`src/shared/dio_pkg.sv`:
```
// constants shared by the handshaking digital port design
package dio_pkg;
	localparam int ADDR_W = 8;
	localparam int DATA_W = 32;
	localparam int LINE_W = 8;
	localparam int NUM_PORTS = 4;
	// byte offsets of the registers
	localparam logic [7:0] OFS_DATA_BASE = 8'h00;
	localparam logic [7:0] OFS_DIR = 8'h20;
	localparam logic [7:0] OFS_MODE = 8'h24;
	localparam logic [7:0] OFS_GROUP = 8'h28;
	localparam logic [7:0] OFS_STATUS = 8'h2C;
	localparam logic [7:0] OFS_MASK = 8'h30;
	localparam logic [7:0] OFS_GROUP_DATA = 8'h34;
	localparam logic [7:0] OFS_DONE = 8'h38;
	localparam logic [7:0] PORT_STRIDE = 8'h04;
	// field positions
	localparam int GROUP_PAIR_BIT = 0;
	// values after reset
	localparam logic [NUM_PORTS-1:0] DIR_RESET = 4'h0;
	localparam logic [NUM_PORTS-1:0] MODE_RESET = 4'h0;
	localparam logic [NUM_PORTS-1:0] MASK_RESET = 4'h0;
	localparam logic [LINE_W-1:0] LINE_RESET = 8'h00;
	// handshake pulse width
	localparam int CLK_PERIOD_NS = 10;
	localparam int ACK_PULSE_NS = 100;
	localparam int ACK_CYCLES = (ACK_PULSE_NS + CLK_PERIOD_NS - 1) / CLK_PERIOD_NS;
	localparam int ACK_CNT_W = 8;
endpackage : dio_pkg

```
`src/verilog/handshaking_digital_port.sv`:
```
// register front end, grouping and interrupt for the handshaking digital ports
module handshaking_digital_port #(
	parameter int NUM_PORTS = dio_pkg::NUM_PORTS,
	parameter logic [4*dio_pkg::NUM_PORTS-1:0] PORT_LINES = 16'h8888,
	parameter logic [dio_pkg::NUM_PORTS-1:0] FIXED_IN = 4'h0,
	parameter logic [dio_pkg::NUM_PORTS-1:0] FIXED_OUT = 4'h0
) (
	// clock and reset
	input wire logic clk,
	input wire logic rst,
	input wire logic ce,
	// register port
	input wire logic [dio_pkg::ADDR_W-1:0] addr,
	input wire logic [dio_pkg::DATA_W-1:0] wdata,
	input wire logic wr_stb,
	input wire logic rd_stb,
	output logic [dio_pkg::DATA_W-1:0] rdata,
	// interrupt
	output logic irq,
	// port lines
	input wire logic [dio_pkg::LINE_W*NUM_PORTS-1:0] pin_in,
	output logic [dio_pkg::LINE_W*NUM_PORTS-1:0] pin_out,
	output logic [dio_pkg::LINE_W*NUM_PORTS-1:0] pin_oe,
	// handshake lines, one pair per port
	input wire logic [NUM_PORTS-1:0] req_in,
	output logic [NUM_PORTS-1:0] ack_out
);
	localparam int LW = dio_pkg::LINE_W;

	logic [NUM_PORTS-1:0] dir_q, dir_d, mode_q, mode_d, mask_q, mask_d;
	logic [NUM_PORTS-1:0] stat_q, stat_d, done_prev_q, done_prev_d;
	logic grp_q, grp_d, irq_q, irq_d;
	logic [dio_pkg::DATA_W-1:0] rdata_q, rdata_d;

	logic [NUM_PORTS-1:0] ch_wr, ch_rd, ch_dir, ch_mode, ch_req, ch_done;
	logic [LW*NUM_PORTS-1:0] ch_wdata, ch_rval;
	logic wr_grp, rd_grp;

	assign wr_grp = wr_stb && (addr == dio_pkg::OFS_GROUP_DATA);
	assign rd_grp = rd_stb && (addr == dio_pkg::OFS_GROUP_DATA);

	genvar i;
	generate
		for (i = 0; i < NUM_PORTS; i++) begin : g_port
			localparam logic [7:0] OFS =
				8'(dio_pkg::OFS_DATA_BASE + dio_pkg::PORT_STRIDE * 8'(i));
			localparam bit IN_GRP = (i < 2);
			logic own_wr, own_rd, grouped;

			assign own_wr = wr_stb && (addr == OFS);
			assign own_rd = rd_stb && (addr == OFS);
			// port 1 follows port 0 while the pair is grouped
			assign grouped = grp_q && IN_GRP;
			assign ch_wr[i] = own_wr || (grouped && wr_grp);
			assign ch_rd[i] = own_rd || (grouped && rd_grp);
			assign ch_wdata[LW*i +: LW] = (grouped && wr_grp) ?
				wdata[LW*i +: LW] : wdata[LW-1:0];
			assign ch_dir[i] = grouped ? dir_q[0] : dir_q[i];
			assign ch_mode[i] = grouped ? mode_q[0] : mode_q[i];
			assign ch_req[i] = grouped ? req_in[0] : req_in[i];

			port_channel #(
				.LINES(int'(PORT_LINES[4*i +: 4])),
				.FIXED_IN(FIXED_IN[i]),
				.FIXED_OUT(FIXED_OUT[i])
			) u_chan (
				.clk(clk),
				.rst(rst),
				.ce(ce),
				.dir_out(ch_dir[i]),
				.latched(ch_mode[i]),
				.wr(ch_wr[i]),
				.wdata(ch_wdata[LW*i +: LW]),
				.rd(ch_rd[i]),
				.rd_val(ch_rval[LW*i +: LW]),
				.done(ch_done[i]),
				.req(ch_req[i]),
				.pin_in(pin_in[LW*i +: LW]),
				.pin_out(pin_out[LW*i +: LW]),
				.pin_oe(pin_oe[LW*i +: LW]),
				.ack(ack_out[i])
			);
		end
	endgenerate

	// configuration, status and interrupt next values
	always_comb begin
		dir_d = dir_q;
		mode_d = mode_q;
		mask_d = mask_q;
		grp_d = grp_q;
		if (wr_stb) begin
			case (addr)
				dio_pkg::OFS_DIR: dir_d = wdata[NUM_PORTS-1:0];
				dio_pkg::OFS_MODE: mode_d = wdata[NUM_PORTS-1:0];
				dio_pkg::OFS_MASK: mask_d = wdata[NUM_PORTS-1:0];
				dio_pkg::OFS_GROUP: grp_d = wdata[dio_pkg::GROUP_PAIR_BIT];
				default: ;
			endcase
		end
		done_prev_d = ch_done;
		// a completion event in the clearing cycle stays set
		stat_d = stat_q;
		if (wr_stb && addr == dio_pkg::OFS_STATUS) begin
			stat_d = stat_q & ~wdata[NUM_PORTS-1:0];
		end
		stat_d = stat_d | (ch_done & ~done_prev_q);
		irq_d = |(stat_d & mask_d);
	end

	// read data stands from the cycle after the read strobe until the next clock with ce high
	always_comb begin
		rdata_d = '0;
		if (rd_stb) begin
			case (addr)
				dio_pkg::OFS_DIR: rdata_d[NUM_PORTS-1:0] = dir_q;
				dio_pkg::OFS_MODE: rdata_d[NUM_PORTS-1:0] = mode_q;
				dio_pkg::OFS_MASK: rdata_d[NUM_PORTS-1:0] = mask_q;
				dio_pkg::OFS_GROUP: rdata_d[dio_pkg::GROUP_PAIR_BIT] = grp_q;
				dio_pkg::OFS_STATUS: rdata_d[NUM_PORTS-1:0] = stat_q;
				dio_pkg::OFS_DONE: rdata_d[NUM_PORTS-1:0] = ch_done;
				dio_pkg::OFS_GROUP_DATA: begin
					if (grp_q) begin
						rdata_d[2*LW-1:0] = ch_rval[2*LW-1:0];
					end
				end
				default: begin
					for (int p = 0; p < NUM_PORTS; p++) begin
						if (addr == 8'(dio_pkg::OFS_DATA_BASE + dio_pkg::PORT_STRIDE * 8'(p))) begin
							rdata_d[LW-1:0] = ch_rval[LW*p +: LW];
						end
					end
				end
			endcase
		end
	end

	always_ff @(posedge clk) begin
		if (rst) begin
			dir_q <= dio_pkg::DIR_RESET;
			mode_q <= dio_pkg::MODE_RESET;
			mask_q <= dio_pkg::MASK_RESET;
			grp_q <= 1'b0;
			stat_q <= '0;
			done_prev_q <= '0;
			irq_q <= 1'b0;
			rdata_q <= '0;
		end else if (ce) begin
			dir_q <= dir_d;
			mode_q <= mode_d;
			mask_q <= mask_d;
			grp_q <= grp_d;
			stat_q <= stat_d;
			done_prev_q <= done_prev_d;
			irq_q <= irq_d;
			rdata_q <= rdata_d;
		end
	end

	assign rdata = rdata_q;
	assign irq = irq_q;
endmodule : handshaking_digital_port

```
`src/verilog/port_channel.sv`:
```
// one eight-line digital port with optional latched handshaking
module port_channel #(
	parameter int LINES = 8,
	parameter bit FIXED_IN = 1'b0,
	parameter bit FIXED_OUT = 1'b0
) (
	// clock and reset
	input wire logic clk,
	input wire logic rst,
	input wire logic ce,
	// configuration
	input wire logic dir_out,
	input wire logic latched,
	// host access
	input wire logic wr,
	input wire logic [dio_pkg::LINE_W-1:0] wdata,
	input wire logic rd,
	output logic [dio_pkg::LINE_W-1:0] rd_val,
	output logic done,
	// pins
	input wire logic req,
	input wire logic [dio_pkg::LINE_W-1:0] pin_in,
	output logic [dio_pkg::LINE_W-1:0] pin_out,
	output logic [dio_pkg::LINE_W-1:0] pin_oe,
	output logic ack
);
	localparam logic [dio_pkg::LINE_W-1:0] LINE_MASK =
		dio_pkg::LINE_W'((9'h001 << LINES) - 9'h001);
	localparam logic [dio_pkg::ACK_CNT_W-1:0] ACK_LOAD = dio_pkg::ACK_CNT_W'(dio_pkg::ACK_CYCLES);

	logic [dio_pkg::LINE_W-1:0] out_q, out_d, oe_q, oe_d, in_q, in_d, latch_q, latch_d;
	logic [dio_pkg::ACK_CNT_W-1:0] cnt_q, cnt_d;
	logic [dio_pkg::LINE_W-1:0] drv_q, drv_d;
	logic req_q, ack_q, ack_d, done_q, done_d;
	logic is_out, req_edge;

	// fixed ports ignore the direction setting
	assign is_out = FIXED_OUT | (~FIXED_IN & dir_out);
	assign req_edge = req & ~req_q;

	always_comb begin
		out_d = wr ? (wdata & LINE_MASK) : out_q;
		oe_d = is_out ? LINE_MASK : '0;
		// driven level kept in its own flop so the pin comes straight from a register
		drv_d = out_d & oe_d;
		in_d = pin_in & LINE_MASK;
		latch_d = latch_q;
		if (latched && !is_out && req_edge) begin
			latch_d = pin_in & LINE_MASK;
		end
		cnt_d = cnt_q;
		if (latched && is_out && wr) begin
			cnt_d = ACK_LOAD;
		end else if (cnt_q != '0) begin
			cnt_d = cnt_q - 1'b1;
		end
		ack_d = (cnt_d != '0);
		// a new handshake in the clearing cycle is kept
		if (latched && req_edge) begin
			done_d = 1'b1;
		end else if (wr || rd) begin
			done_d = 1'b0;
		end else begin
			done_d = done_q;
		end
	end

	always_ff @(posedge clk) begin
		if (rst) begin
			out_q <= dio_pkg::LINE_RESET;
			oe_q <= dio_pkg::LINE_RESET;
			drv_q <= dio_pkg::LINE_RESET;
			in_q <= dio_pkg::LINE_RESET;
			latch_q <= dio_pkg::LINE_RESET;
			cnt_q <= '0;
			req_q <= 1'b0;
			ack_q <= 1'b0;
			done_q <= 1'b0;
		end else if (ce) begin
			out_q <= out_d;
			oe_q <= oe_d;
			drv_q <= drv_d;
			in_q <= in_d;
			latch_q <= latch_d;
			cnt_q <= cnt_d;
			req_q <= req;
			ack_q <= ack_d;
			done_q <= done_d;
		end
	end

	// output ports read back what they drive
	always_comb begin
		if (is_out) begin
			rd_val = out_q;
		end else if (latched) begin
			rd_val = latch_q;
		end else begin
			rd_val = in_q;
		end
	end

	assign pin_out = drv_q;
	assign pin_oe = oe_q;
	assign ack = ack_q;
	assign done = done_q;
endmodule : port_channel

```
`config.mk`:
```
export PLATFORM = sky130hd
export DESIGN_NAME = handshaking_digital_port
export DESIGN_NICKNAME = d
export VERILOG_FILES = /design/src/shared/dio_pkg.sv /design/src/verilog/handshaking_digital_port.sv /design/src/verilog/port_channel.sv
export SDC_FILE = /design/constraint.sdc
export NUM_CORES = 1
export LEC_CHECK = 0
export BUFFER_PORTS_ARGS = -buffer_cell sky130_fd_sc_hd__buf_2
export CAP_MARGIN = 10
export CORE_MARGIN = 1
export CORE_UTILIZATION = 55
export CTS_BUF_LIST = sky130_fd_sc_hd__clkbuf_4
export CTS_CLUSTER_SIZE = 20
export DETAILED_ROUTE_END_ITERATION = 10
export GPL_TIMING_DRIVEN = 0
export PLACE_DENSITY_LB_ADDON = 0.1
export SYNTH_ARGS = -nofsm -noshare
export SYNTH_HDL_FRONTEND = slang
export SYNTH_SLANG_ARGS = --single-unit
```
`constraint.sdc`:
```
create_clock -name clk -period 4.36 [get_ports clk]
set_input_delay 0.436 -clock clk [delete_from_list [all_inputs] [get_ports clk]]
set_output_delay 0.436 -clock clk [all_outputs]
set_load 0.005 [all_outputs]
```
==> metrics.log, run 1 <==
INFO  metric number_of_synthesized_flops_with_an_enable_pin = 0
INFO  metric relSlewSlack = 27.6%
INFO  metric cts.repair_timing.setup_buffer_count = 0
INFO  metric finalHoldViolations = 0
INFO  metric hold_ws = 0.0217 ns
INFO  metric min_delay_worst_endpoint = g_port[3].u_chan.in_q[5]
INFO  metric floorplan.die_area = 20100 µm²
INFO  metric grt_overflow_total = 0
INFO  metric max_capacitance_violation_count = 0
INFO  metric cp-start-kind = flip-flop
INFO  metric clk-insertion-delay-late = 0.71 ns
INFO  metric cts_repair_resize_count = 0
INFO  metric synthesis.yosys.warnings = 0
INFO  metric status = finished, final reports clean
INFO  metric rsz0062_at_grt = false
INFO  metric timing.final.max_slew_violations = 0
INFO  metric portBuffers = 145
INFO  metric first_pass_grt_wire_length = 54.2 mm
INFO  metric cts_max_path_buffers = 3
INFO  metric kind_of_capture_point_of_the_worst_setup_path = flip-flop
INFO  metric die_w = 142 µm
INFO  metric drt_pre_antenna_iters = 6
INFO  metric min_period = 2.54 ns
INFO  metric clockRootBuffer = clkbuf_4
INFO  metric hold-path-cell-count = 3
INFO  metric p_leak = 5.55 nW
INFO  metric startpoint = g_port[0].grouped
INFO  metric timing.critical_path.required = 4.95 ns
INFO  metric clkTransAtPathRegs = 0.06 ns
INFO  metric worst_r2r_path_depth = 7
INFO  metric most-common-layout-cells = nor2_1 (243), dfxtp_1 (214), mux2i_1 (159), buf_2 (159), a21oi_1 (99)
INFO  metric synth_cell_type_count = 74
INFO  metric row_count = 50
INFO  metric grt_pass1_vias = 9733
INFO  metric pwr_density_cell = 455 nW/µm²
INFO  metric pin_count = 182
INFO  metric finish.net_count = 1605
INFO  metric synth_cells = 1279
INFO  metric die-height = 142 µm
INFO  metric max_slew.worst_pin.slew = 1.08 ns
INFO  metric fin_tns_setup = 0 ns
INFO  metric largest_net_degree_at_the_start_of_global_routing = 16
INFO  metric initial_utilization = 56.8%
INFO  metric synth_area_per_cell = 8.39 µm²
INFO  metric final_setup_fails = 0
INFO  metric syn-cell-area = 10700 µm²
INFO  metric finalCritPeriodShare = 58.3%
INFO  metric reg2reg_setup_slack = 1.82 ns
INFO  metric hold_path_startpoint = pin_in[29]
INFO  metric worst_r2r_endpoint = rdata[5]
INFO  metric route.vias.total = 10400
INFO  metric timing.hold.worst.class = primary input to flip-flop
INFO  metric synth_top_flop_cell = dfxtp_1
INFO  metric final_antenna_net_count = 0
INFO  metric drcViolationCount = 0
INFO  metric yosys_register_bits = 214
INFO  metric drt_iter0_markers = 748
INFO  metric globalRouteTotalUtil = 35.6%
INFO  metric crit_fanout = 10
INFO  metric dp.final_hpwl = 26.3 mm
INFO  metric post_synthesis_sequential_area_ratio = 39.9%
INFO  metric core_region_area = 18900 µm²
INFO  metric rr_startpoint = g_port[0].grouped
INFO  metric clock.fmax = 0.393 GHz
INFO  metric post_layout_nonfiller_instances = 1813
INFO  metric mostFrequentLayoutCell = nor2_1
INFO  metric tritoncts_sink_count = 214
INFO  metric vdd_drop_max = 0.000309 V
INFO  metric dpl.cell_count = 1699
INFO  metric post_drt_via_cell_ratio = 5.76
INFO  metric final_layout_size_suffix_gt1_share = 21.3%
INFO  metric critPathKind = flip-flop to flip-flop
INFO  metric area_growth = 18.6%
INFO  metric route.final.wire_length = 35.8 mm
INFO  metric antenna_violations_before_repair = 3
INFO  metric htreeDepth = 2
INFO  metric synth-async-reset-ratio = 0%
INFO  metric stdcell_area = 12700 µm²
INFO  metric critPathArrivalTime = 3.13 ns
INFO  metric setup_skew_after_layout = 0.0520 ns
INFO  metric routedWlPerCell = 19.7 µm
INFO  metric post_dp_cell_area = 11800 µm²
INFO  metric routabilityCongestion = 1.03
INFO  metric cts_tree = built
INFO  metric cts_inserted_buffers = 57
-- registers in the layout (all words and copies together), names as in the netlist --
name                   count
g_port.u_chan.pin_oe       4
mode_q                     4
g_port.u_chan.ack          4
rdata                     16
g_port.grouped             1
done_prev_q                4
stat_q                     4
dir_q                      4
g_port.u_chan.in_q        32
g_port.u_chan.cnt_q       32
g_port.u_chan.out_q       32
mask_q                     4
g_port.u_chan.latch_q     32
g_port.u_chan.req_q        4
g_port.u_chan.done         4
irq                        1
g_port.u_chan.pin_out     32
-- where the power goes --
part	total [mW]	internal (mW)	switching (mW)
clock network	1.79	0.960	0.828
registers	2.29	2.13	0.161
logic	1.72	0.695	1.02
total	5.80	3.79	2.01
-- synth_stat cells (8+ instances only) --
cell	instances	area share, %
a211oi_1	11	0.77
a21oi_1	99	4.6
a221oi_1	9	0.73
a22oi_1	16	1.1
buf_2	14	0.65
buf_4	50	3.5
clkbuf_1	61	2.1
dfxtp_1	214	40
ha_1	8	0.93
inv_1	18	0.63
mux2_2	9	0.94
mux2i_1	159	15
nand2_1	88	3.1
nand3_1	24	1.1
nor2_1	243	8.5
nor3_1	33	1.5
o21ai_0	61	2.8
o31ai_1	9	0.63
or3_1	10	0.58
-- cell type report --
type | count | area [µm²]
fillers | 1681 | 6160
multi-input cells | 930 | 5740
flip-flops and latches | 214 | 4280
repair buffers | 163 | 901
plain buffers | 132 | 701
clock buffers | 81 | 608
well taps | 260 | 325
clock inverters | 13 | 104
inverters | 18 | 67.6
diodes | 2 | 5.00
-- how the worst max path moves through the flow --
stage	end	slack, ns	cells past startpoint
floorplan	g_port[0].u_chan.cnt_q[4]	2.14	7
global placement	g_port[2].u_chan.cnt_q[1]	1.44	8
detailed placement	g_port[2].u_chan.cnt_q[1]	1.46	8
CTS	g_port[2].u_chan.latch_q[6]	1.79	5
global route	rdata[1]	1.69	8
finish	rdata[5]	1.82	7
-- repair_timing --
item	4_1_cts	5_1_grt
hold buffers	17	0
endpoints found under the setup margin	0	0
endpoints found under the hold margin	23	0
-- per-layer routing --
| layer | global-route usage (%) | vias to the layer above | routed length, µm |
|---|---|---|---|
| met5 | 0 | - | 0 |
| met1 | 46.1 | 4877 | 15000 |
| met2 | 57.0 | 477 | 16200 |
| li1 | - | 4976 | - |
| met3 | 6.72 | 107 | 3090 |
| met4 | 17.0 | 0 | 1540 |
-- kinds of logic after synthesis --
| group | synth area share (%) |
|---|---|
| adders and majority gates | 0.933 |
| AOI/OAI and AO/OA | 16.2 |
| buffers and inverters | 7.16 |
| xor gates and xnor gates | 0.408 |
| muxes | 16.1 |
| other | 0.0349 |
| DFF | 39.9 |
| and+or+nand+nor | 19.2 |
-- worst max-delay path, stage by stage, from the launching register on --
cell and delay [ns]:
dfxtp_1 0.31, buf_2 0.23, mux2i_2 0.69, nand2_1 0.16, a311o_1 0.36, a221oi_1 0.33, nor3_1 0.12, o31ai_1 0.27
-- per-stage QoR --
stage | power, mW | worst slack (ns) | utilization [%]
2_1_floorplan | 3.59 | 2.14 | -
3_3_place_gp | 3.98 | 1.44 | 62.7
3_5_place_dp | 4.00 | 1.46 | 62.7
4_1_cts | 5.78 | 1.79 | 67.3
5_1_grt | 6.15 | 1.69 | 67.4
6_report | 5.80 | 1.82 | 67.4
No activity file was read; power rests on OpenSTA's default activity.
==> run 2, diff against run 1 <==
--- a/config.mk
+++ b/config.mk
@@ -8,7 +8,7 @@
 export BUFFER_PORTS_ARGS = -buffer_cell sky130_fd_sc_hd__buf_2
 export CAP_MARGIN = 10
 export CORE_MARGIN = 1
-export CORE_UTILIZATION = 55
+export CORE_UTILIZATION = 53
 export CTS_BUF_LIST = sky130_fd_sc_hd__clkbuf_4
 export CTS_CLUSTER_SIZE = 20
 export DETAILED_ROUTE_END_ITERATION = 10
==> constraint.sdc (replaced) <==
create_clock -name clk -period 2 [get_ports clk]
set_input_delay 0.2 -clock clk [delete_from_list [all_inputs] [get_ports clk]]
set_output_delay 0.2 -clock clk [all_outputs]
set_load 0.005 [all_outputs]
==> metrics.log, run 2 (synthesis results as in run 1) <==
INFO  metric status = complete, but fails checks
INFO  metric failed_checks = setup timing
INFO  metric area_growth = 26.2%
INFO  metric max_capacitance_violation_count = 0
INFO  metric relSlewSlack = 39.7%
INFO  metric first_pass_grt_wire_length = 55.4 mm
INFO  metric clock.fmax = 0.492 GHz
INFO  metric finish.net_count = 1659
INFO  metric internal_power = 8.26 mW
INFO  metric routabilityCongestion = 1.01
INFO  metric multiInputGateArea = 6010 µm²
INFO  metric comb_power_share = 31.9%
INFO  metric final_setup_fails = 13
INFO  metric switching_share = 35.9%
INFO  metric kind_of_capture_point_of_the_worst_setup_path = flip-flop
INFO  metric crit_fanout = 7
INFO  metric mostFrequentLayoutCell = nor2_1
INFO  metric pin_count = 182
INFO  metric initial_utilization = 54.6%
INFO  metric core_region_area = 19700 µm²
INFO  metric grt_overflow_total = 0
INFO  metric fillerInstances = 1696
INFO  metric post_dp_cell_area = 11800 µm²
INFO  metric grt_pass1_vias = 9995
INFO  metric floorplan.die_area = 20800 µm²
INFO  metric register_area = 4290 µm²
INFO  metric cpPeakStageDelay = 0.52 ns
INFO  metric final_layout_size_suffix_gt1_share = 24.4%
INFO  metric worst-path-buf-inv = 3
INFO  metric final_antenna_net_count = 0
INFO  metric crit_top_cell = buf_6
INFO  metric die_w = 144 µm
INFO  metric die-height = 144 µm
INFO  metric drcViolationCount = 0
INFO  metric timing.critical_path.required = 2.55 ns
INFO  metric finalCritPeriodShare = 102%
INFO  metric drt_iter0_markers = 948
INFO  metric hold_ws = 0.0350 ns
INFO  metric dpl.cell_count = 1704
INFO  metric timing.final.max_slew_violations = 0
INFO  metric cts_tree = built
INFO  metric critPathSlowestCell = or4_4
INFO  metric finalHoldViolations = 0
INFO  metric setup_ws = -0.0338 ns
INFO  metric drt_pre_antenna_iters = 5
INFO  metric power_frac_clock = 28.7%
INFO  metric dp_slack = -0.596 ns
INFO  metric rsz0062_at_grt = true
INFO  metric total_power = 12.9 mW
INFO  metric largest_net_degree_at_the_start_of_global_routing = 16
INFO  metric cp-start-kind = flip-flop
INFO  metric critical_path.cell_chain = buf_6, mux2i_4, buf_6, or4_4, nor2_4, buf_6, mux2i_1, nor2_1
INFO  metric globalRouteTotalUtil = 35.5%
INFO  metric row_count = 51
INFO  metric timing.critical_path.max_delay_family = simple AND/OR/NAND/NOR gates
INFO  metric clkTransAtPathRegs = 0.06 ns
INFO  metric antenna_violations_before_repair = 3
INFO  metric post_drt_via_cell_ratio = 5.82
INFO  metric timing.hold.worst.class = primary input to flip-flop
INFO  metric portBuffers = 145
INFO  metric route.final.wire_length = 37.1 mm
INFO  metric critPathArrivalTime = 2.58 ns
INFO  metric stdcell_area = 13500 µm²
INFO  metric cts_inserted_buffers = 56
INFO  metric vdd_drop_max = 0.000584 V
INFO  metric dp.final_hpwl = 26.2 mm
INFO  metric min_period = 2.03 ns
INFO  metric max_slew.worst_pin.slew = 0.905 ns
INFO  metric route.vias.total = 10900
INFO  metric cts_max_path_buffers = 3
INFO  metric pwr-share-seq = 39.3%
INFO  metric routedWlPerCell = 19.8 µm
INFO  metric power.switching = 4.63 mW
INFO  metric clockRootBuffer = clkbuf_4
INFO  metric post_layout_nonfiller_instances = 1877
INFO  metric pwr_density_cell = 952 nW/µm²
INFO  metric setup_skew_after_layout = 0.0460 ns
INFO  metric p_leak = 5.87 nW
INFO  metric clk-insertion-delay-late = 0.69 ns
INFO  metric most-common-layout-cells = nor2_1 (239), dfxtp_1 (208), mux2i_1 (157), buf_2 (157), a21oi_1 (97)
INFO  metric htreeDepth = 2
INFO  metric tritoncts_sink_count = 214
INFO  metric critPathKind = flip-flop to flip-flop
[run 2: cell types whose count changed in the layout (fill, tap and decap cells not counted), sizes merged]
cell         previous run  this run
dlygate4sd3            17        54
buf                   216       237
clkinv                 10        24
clkbuf                143       131
bufinv                  2         1
diode                   2         1
inv                    19        20
[run 2: cell type report]
type / instances / share of cell area (%)
sequential: 214 / 31.7
tap: 265 / 2.45
timing repair buffer: 221 / 10.7
clock inverter: 27 / 1.01
antenna: 1 / 0.0185
clock buffer: 72 / 3.99
buffer: 129 / 5.29
multi-input combinational: 930 / 44.4
inverter: 18 / 0.499
[run 2: final timing paths]
| kind | start | end | slack, ns | cells past startpoint |
|---|---|---|---|---|
| min | addr[0] | rdata[1] | 0.03 | 4 |
| max reg2reg | g_port[0].grouped | g_port[1].u_chan.latch_q[5] | -0.03 | 8 |
| max | g_port[0].grouped | g_port[1].u_chan.latch_q[5] | -0.03 | 8 |
| min reg2reg | g_port[0].u_chan.pin_out[3] | g_port[0].u_chan.pin_out[3] | 0.46 | 2 |
[run 2: per-layer routing]
metal / vias up / GRT usage, % / wire length (µm)
met5: - / 0 / 13
met4: 2 / 15.4 / 1340
met3: 94 / 7.78 / 3520
met2: 563 / 56.5 / 16800
met1: 5158 / 46.3 / 15500
li1: 5098 / - / -
[run 2: power by group through the flow]
stage,Combinational [mW],Clock (mW),Sequential (mW)
after global placement,3.59,0,5.08
after global routing,4.56,3.98,5.12
after CTS,3.91,3.74,5.00
after detailed placement,3.65,0,5.08
after floorplan,2.83,0,4.99
final,4.12,3.70,5.07
[run 2: repair_timing]
action / CTS / global route
endpoints found under the hold margin: 95 / 0
pin swaps: 12 / 19
hold buffers: 54 / 0
gates resized for setup: 41 / 43
setup endpoints to repair: 112 / 71
setup buffers: 11 / 10
[run 2: worst reg2reg max path, stage by stage (launching register included)]
cell     delay [ns]
dfxtp_2        0.32
buf_6          0.13
mux2i_4        0.26
buf_6          0.16
or4_4          0.52
nor2_4         0.13
buf_6          0.14
mux2i_1        0.18
nor2_1         0.05
[run 2: metrics by stage]
| step | utilization [%] | setup TNS [ns] |
|---|---|---|
| floorplan | - | 0 |
| global placement | 60.3 | -71.97 |
| detailed placement | 60.3 | -73.41 |
| CTS | 67.7 | -0.461 |
| global route | 68.9 | -1.55 |
| finish | 68.9 | -0.262 |
==> run 3, diff against run 2 <==
--- a/config.mk
+++ b/config.mk
@@ -13,7 +13,7 @@
 export CTS_CLUSTER_SIZE = 20
 export DETAILED_ROUTE_END_ITERATION = 10
 export GPL_TIMING_DRIVEN = 0
-export PLACE_DENSITY_LB_ADDON = 0.1
+export PLACE_DENSITY = 0.79
 export SYNTH_ARGS = -nofsm -noshare
 export SYNTH_HDL_FRONTEND = slang
 export SYNTH_SLANG_ARGS = --single-unit
==> metrics.log, run 3 (synthesis results as in run 1) <==
INFO  metric status = finished, final reports clean
INFO  metric fin_tns_setup = 0 ns
INFO  metric cts_inserted_buffers = 55
INFO  metric portBuffers = 145
INFO  metric htreeDepth = 2
INFO  metric clk-insertion-delay-late = 0.68 ns
INFO  metric cp-endpoint = rdata[1]
INFO  metric power_frac_clock = 28.0%
INFO  metric globalRouteTotalUtil = 35.0%
INFO  metric rsz0062_at_grt = true
INFO  metric clockRootBuffer = clkbuf_4
INFO  metric tritoncts_sink_count = 214
INFO  metric floorplan.die_area = 20800 µm²
INFO  metric mostFrequentLayoutCell = nor2_1
INFO  metric dpl.cell_count = 1704
INFO  metric antenna_violations_before_repair = 2
INFO  metric post_drt_via_cell_ratio = 5.87
INFO  metric startpoint = g_port[0].grouped
INFO  metric grt_pass1_vias = 10200
INFO  metric drt_iter0_markers = 947
INFO  metric die_w = 144 µm
INFO  metric worst_r2r_endpoint = rdata[1]
INFO  metric grt_overflow_total = 0
INFO  metric critPathKind = flip-flop to flip-flop
INFO  metric drcViolationCount = 0
INFO  metric finalCritPeriodShare = 98.2%
INFO  metric pwr-share-seq = 39.5%
INFO  metric crit_fanout = 7
INFO  metric clkTransAtPathRegs = 0.07 ns
INFO  metric comb_power_share = 32.5%
INFO  metric route.final.wire_length = 36.6 mm
INFO  metric kind_of_capture_point_of_the_worst_setup_path = flip-flop
INFO  metric final_layout_size_suffix_gt1_share = 23.9%
INFO  metric core_region_area = 19700 µm²
INFO  metric routabilityCongestion = 1.01
INFO  metric setup_skew_after_layout = 0.0442 ns
INFO  metric power.switching = 4.64 mW
INFO  metric pwr_density_cell = 959 nW/µm²
INFO  metric rr_startpoint = g_port[0].grouped
INFO  metric critPathArrivalTime = 2.55 ns
INFO  metric routedWlPerCell = 19.6 µm
INFO  metric row_count = 51
INFO  metric internal_power = 8.19 mW
INFO  metric final_setup_fails = 0
INFO  metric vdd_drop_max = 0.000478 V
INFO  metric most-common-layout-cells = nor2_1 (238), dfxtp_1 (208), mux2i_1 (158)
INFO  metric hold_path_startpoint = wdata[9]
INFO  metric min_period = 1.96 ns
INFO  metric hold-path-cell-count = 5
INFO  metric reg2reg_setup_slack = 0.04 ns
INFO  metric timing.hold.worst.class = primary input to flip-flop
INFO  metric timing.critical_path.required = 2.59 ns
INFO  metric dp.final_hpwl = 26.0 mm
INFO  metric cp-start-kind = flip-flop
INFO  metric clock.fmax = 0.509 GHz
INFO  metric cts_max_path_buffers = 3
INFO  metric die-height = 144 µm
INFO  metric post_layout_nonfiller_instances = 1865
INFO  metric max_slew.worst_pin.slew = 0.808 ns
INFO  metric worst_r2r_path_depth = 7
INFO  metric switching_share = 36.2%
INFO  metric drt_pre_antenna_iters = 6
INFO  metric timing.final.max_slew_violations = 0
INFO  metric p_leak = 5.81 nW
INFO  metric finalHoldViolations = 0
INFO  metric first_pass_grt_wire_length = 55.0 mm
INFO  metric cts_tree = built
INFO  metric area_growth = 24.6%
INFO  metric initial_utilization = 54.6%
INFO  metric largest_net_degree_at_the_start_of_global_routing = 15
INFO  metric route.vias.total = 10900
INFO  metric finish.net_count = 1647
INFO  metric relSlewSlack = 46.1%
INFO  metric max_capacitance_violation_count = 0
INFO  metric final_antenna_net_count = 0
INFO  metric pin_count = 182
[run 3: changes by cell type in the layout (fill, tap and decap cells not counted), sizes merged]
cell / delta
buf: -7
bufinv: -1
clkbuf: +2
clkinv: -5
diode: +1
dlygate4sd3: -3
inv: +1
[run 3: timing repair]
item / in CTS / in global routing
gates cloned: 0 / 0
hold buffers: 50 / 1
buffers inserted: 9 / 6
pin swaps: 3 / 17
endpoints found under the hold margin: 93 / 1
endpoints found under the setup margin: 97 / 73
resized for setup: 34 / 39
[run 3: area by class of cell]
class,instances,area [µm²]
diodes,2,5.00
plain buffers,128,704
clock buffers,75,563
clock inverters,22,87.6
fillers,1632,6280
inverters,18,67.6
multi-input cells,930,5950
flip-flops and latches,214,4300
well taps,265,332
repair buffers,211,1370
[run 3: worst min-delay path by stage]
| stage | end | slack (ns) |
|---|---|---|
| after floorplan | dir_q[3] | 0.34 |
| after global placement | g_port[0].u_chan.pin_out[4] | 0.44 |
| after detailed placement | g_port[0].u_chan.pin_out[4] | 0.45 |
| after CTS | g_port[0].u_chan.done | 0.003 |
| after global routing | g_port[2].u_chan.done | 0.02 |
| final | g_port[1].u_chan.out_q[1] | 0.04 |
[run 3: power groups by stage]
stage / clock, mW / sequential, mW / combinational, mW
5_1_grt: 3.87 / 5.12 / 4.63
2_1_floorplan: 0 / 4.99 / 2.83
4_1_cts: 3.63 / 4.99 / 3.96
3_3_place_gp: 0 / 5.06 / 3.60
3_5_place_dp: 0 / 5.07 / 3.65
6_report: 3.60 / 5.07 / 4.17
[run 3: through the flow]
| step | cell area [µm²] | utilization, % | worst slack [ns] | total power, mW | hold WS (ns) |
|---|---|---|---|---|---|
| 6_report | 13400 | 68.1 | 0.0355 | 12.8 | 0.0374 |
| 5_1_grt | 13400 | 68.1 | -0.0545 | 13.6 | 0.0240 |
| 4_1_cts | 13200 | 67.3 | 0.00309 | 12.6 | 0.00337 |
| 3_5_place_dp | 11800 | 60.3 | -0.632 | 8.72 | 0.446 |
| 3_3_place_gp | 11800 | 60.3 | -0.622 | 8.66 | 0.443 |
| 2_1_floorplan | 10800 | - | 0.0195 | 7.82 | 0.344 |
[run 3: worst max-delay path, stage by stage, from the launching register on]
cell and delay [ns]:
dfxtp_4 0.41, mux2i_4 0.41, buf_4 0.20, nand2_1 0.05, and3_1 0.20, o32ai_1 0.27, nand4_1 0.13, a32oi_1 0.24
[run 3: metal layers]
layer | up-vias | wire [µm] | global-route usage [%]
met5 | - | 0 | 0
met4 | 0 | 1900 | 18.4
met3 | 140 | 3480 | 6.89
met2 | 632 | 16700 | 57.2
met1 | 5095 | 14500 | 43.4
li1 | 5076 | - | -
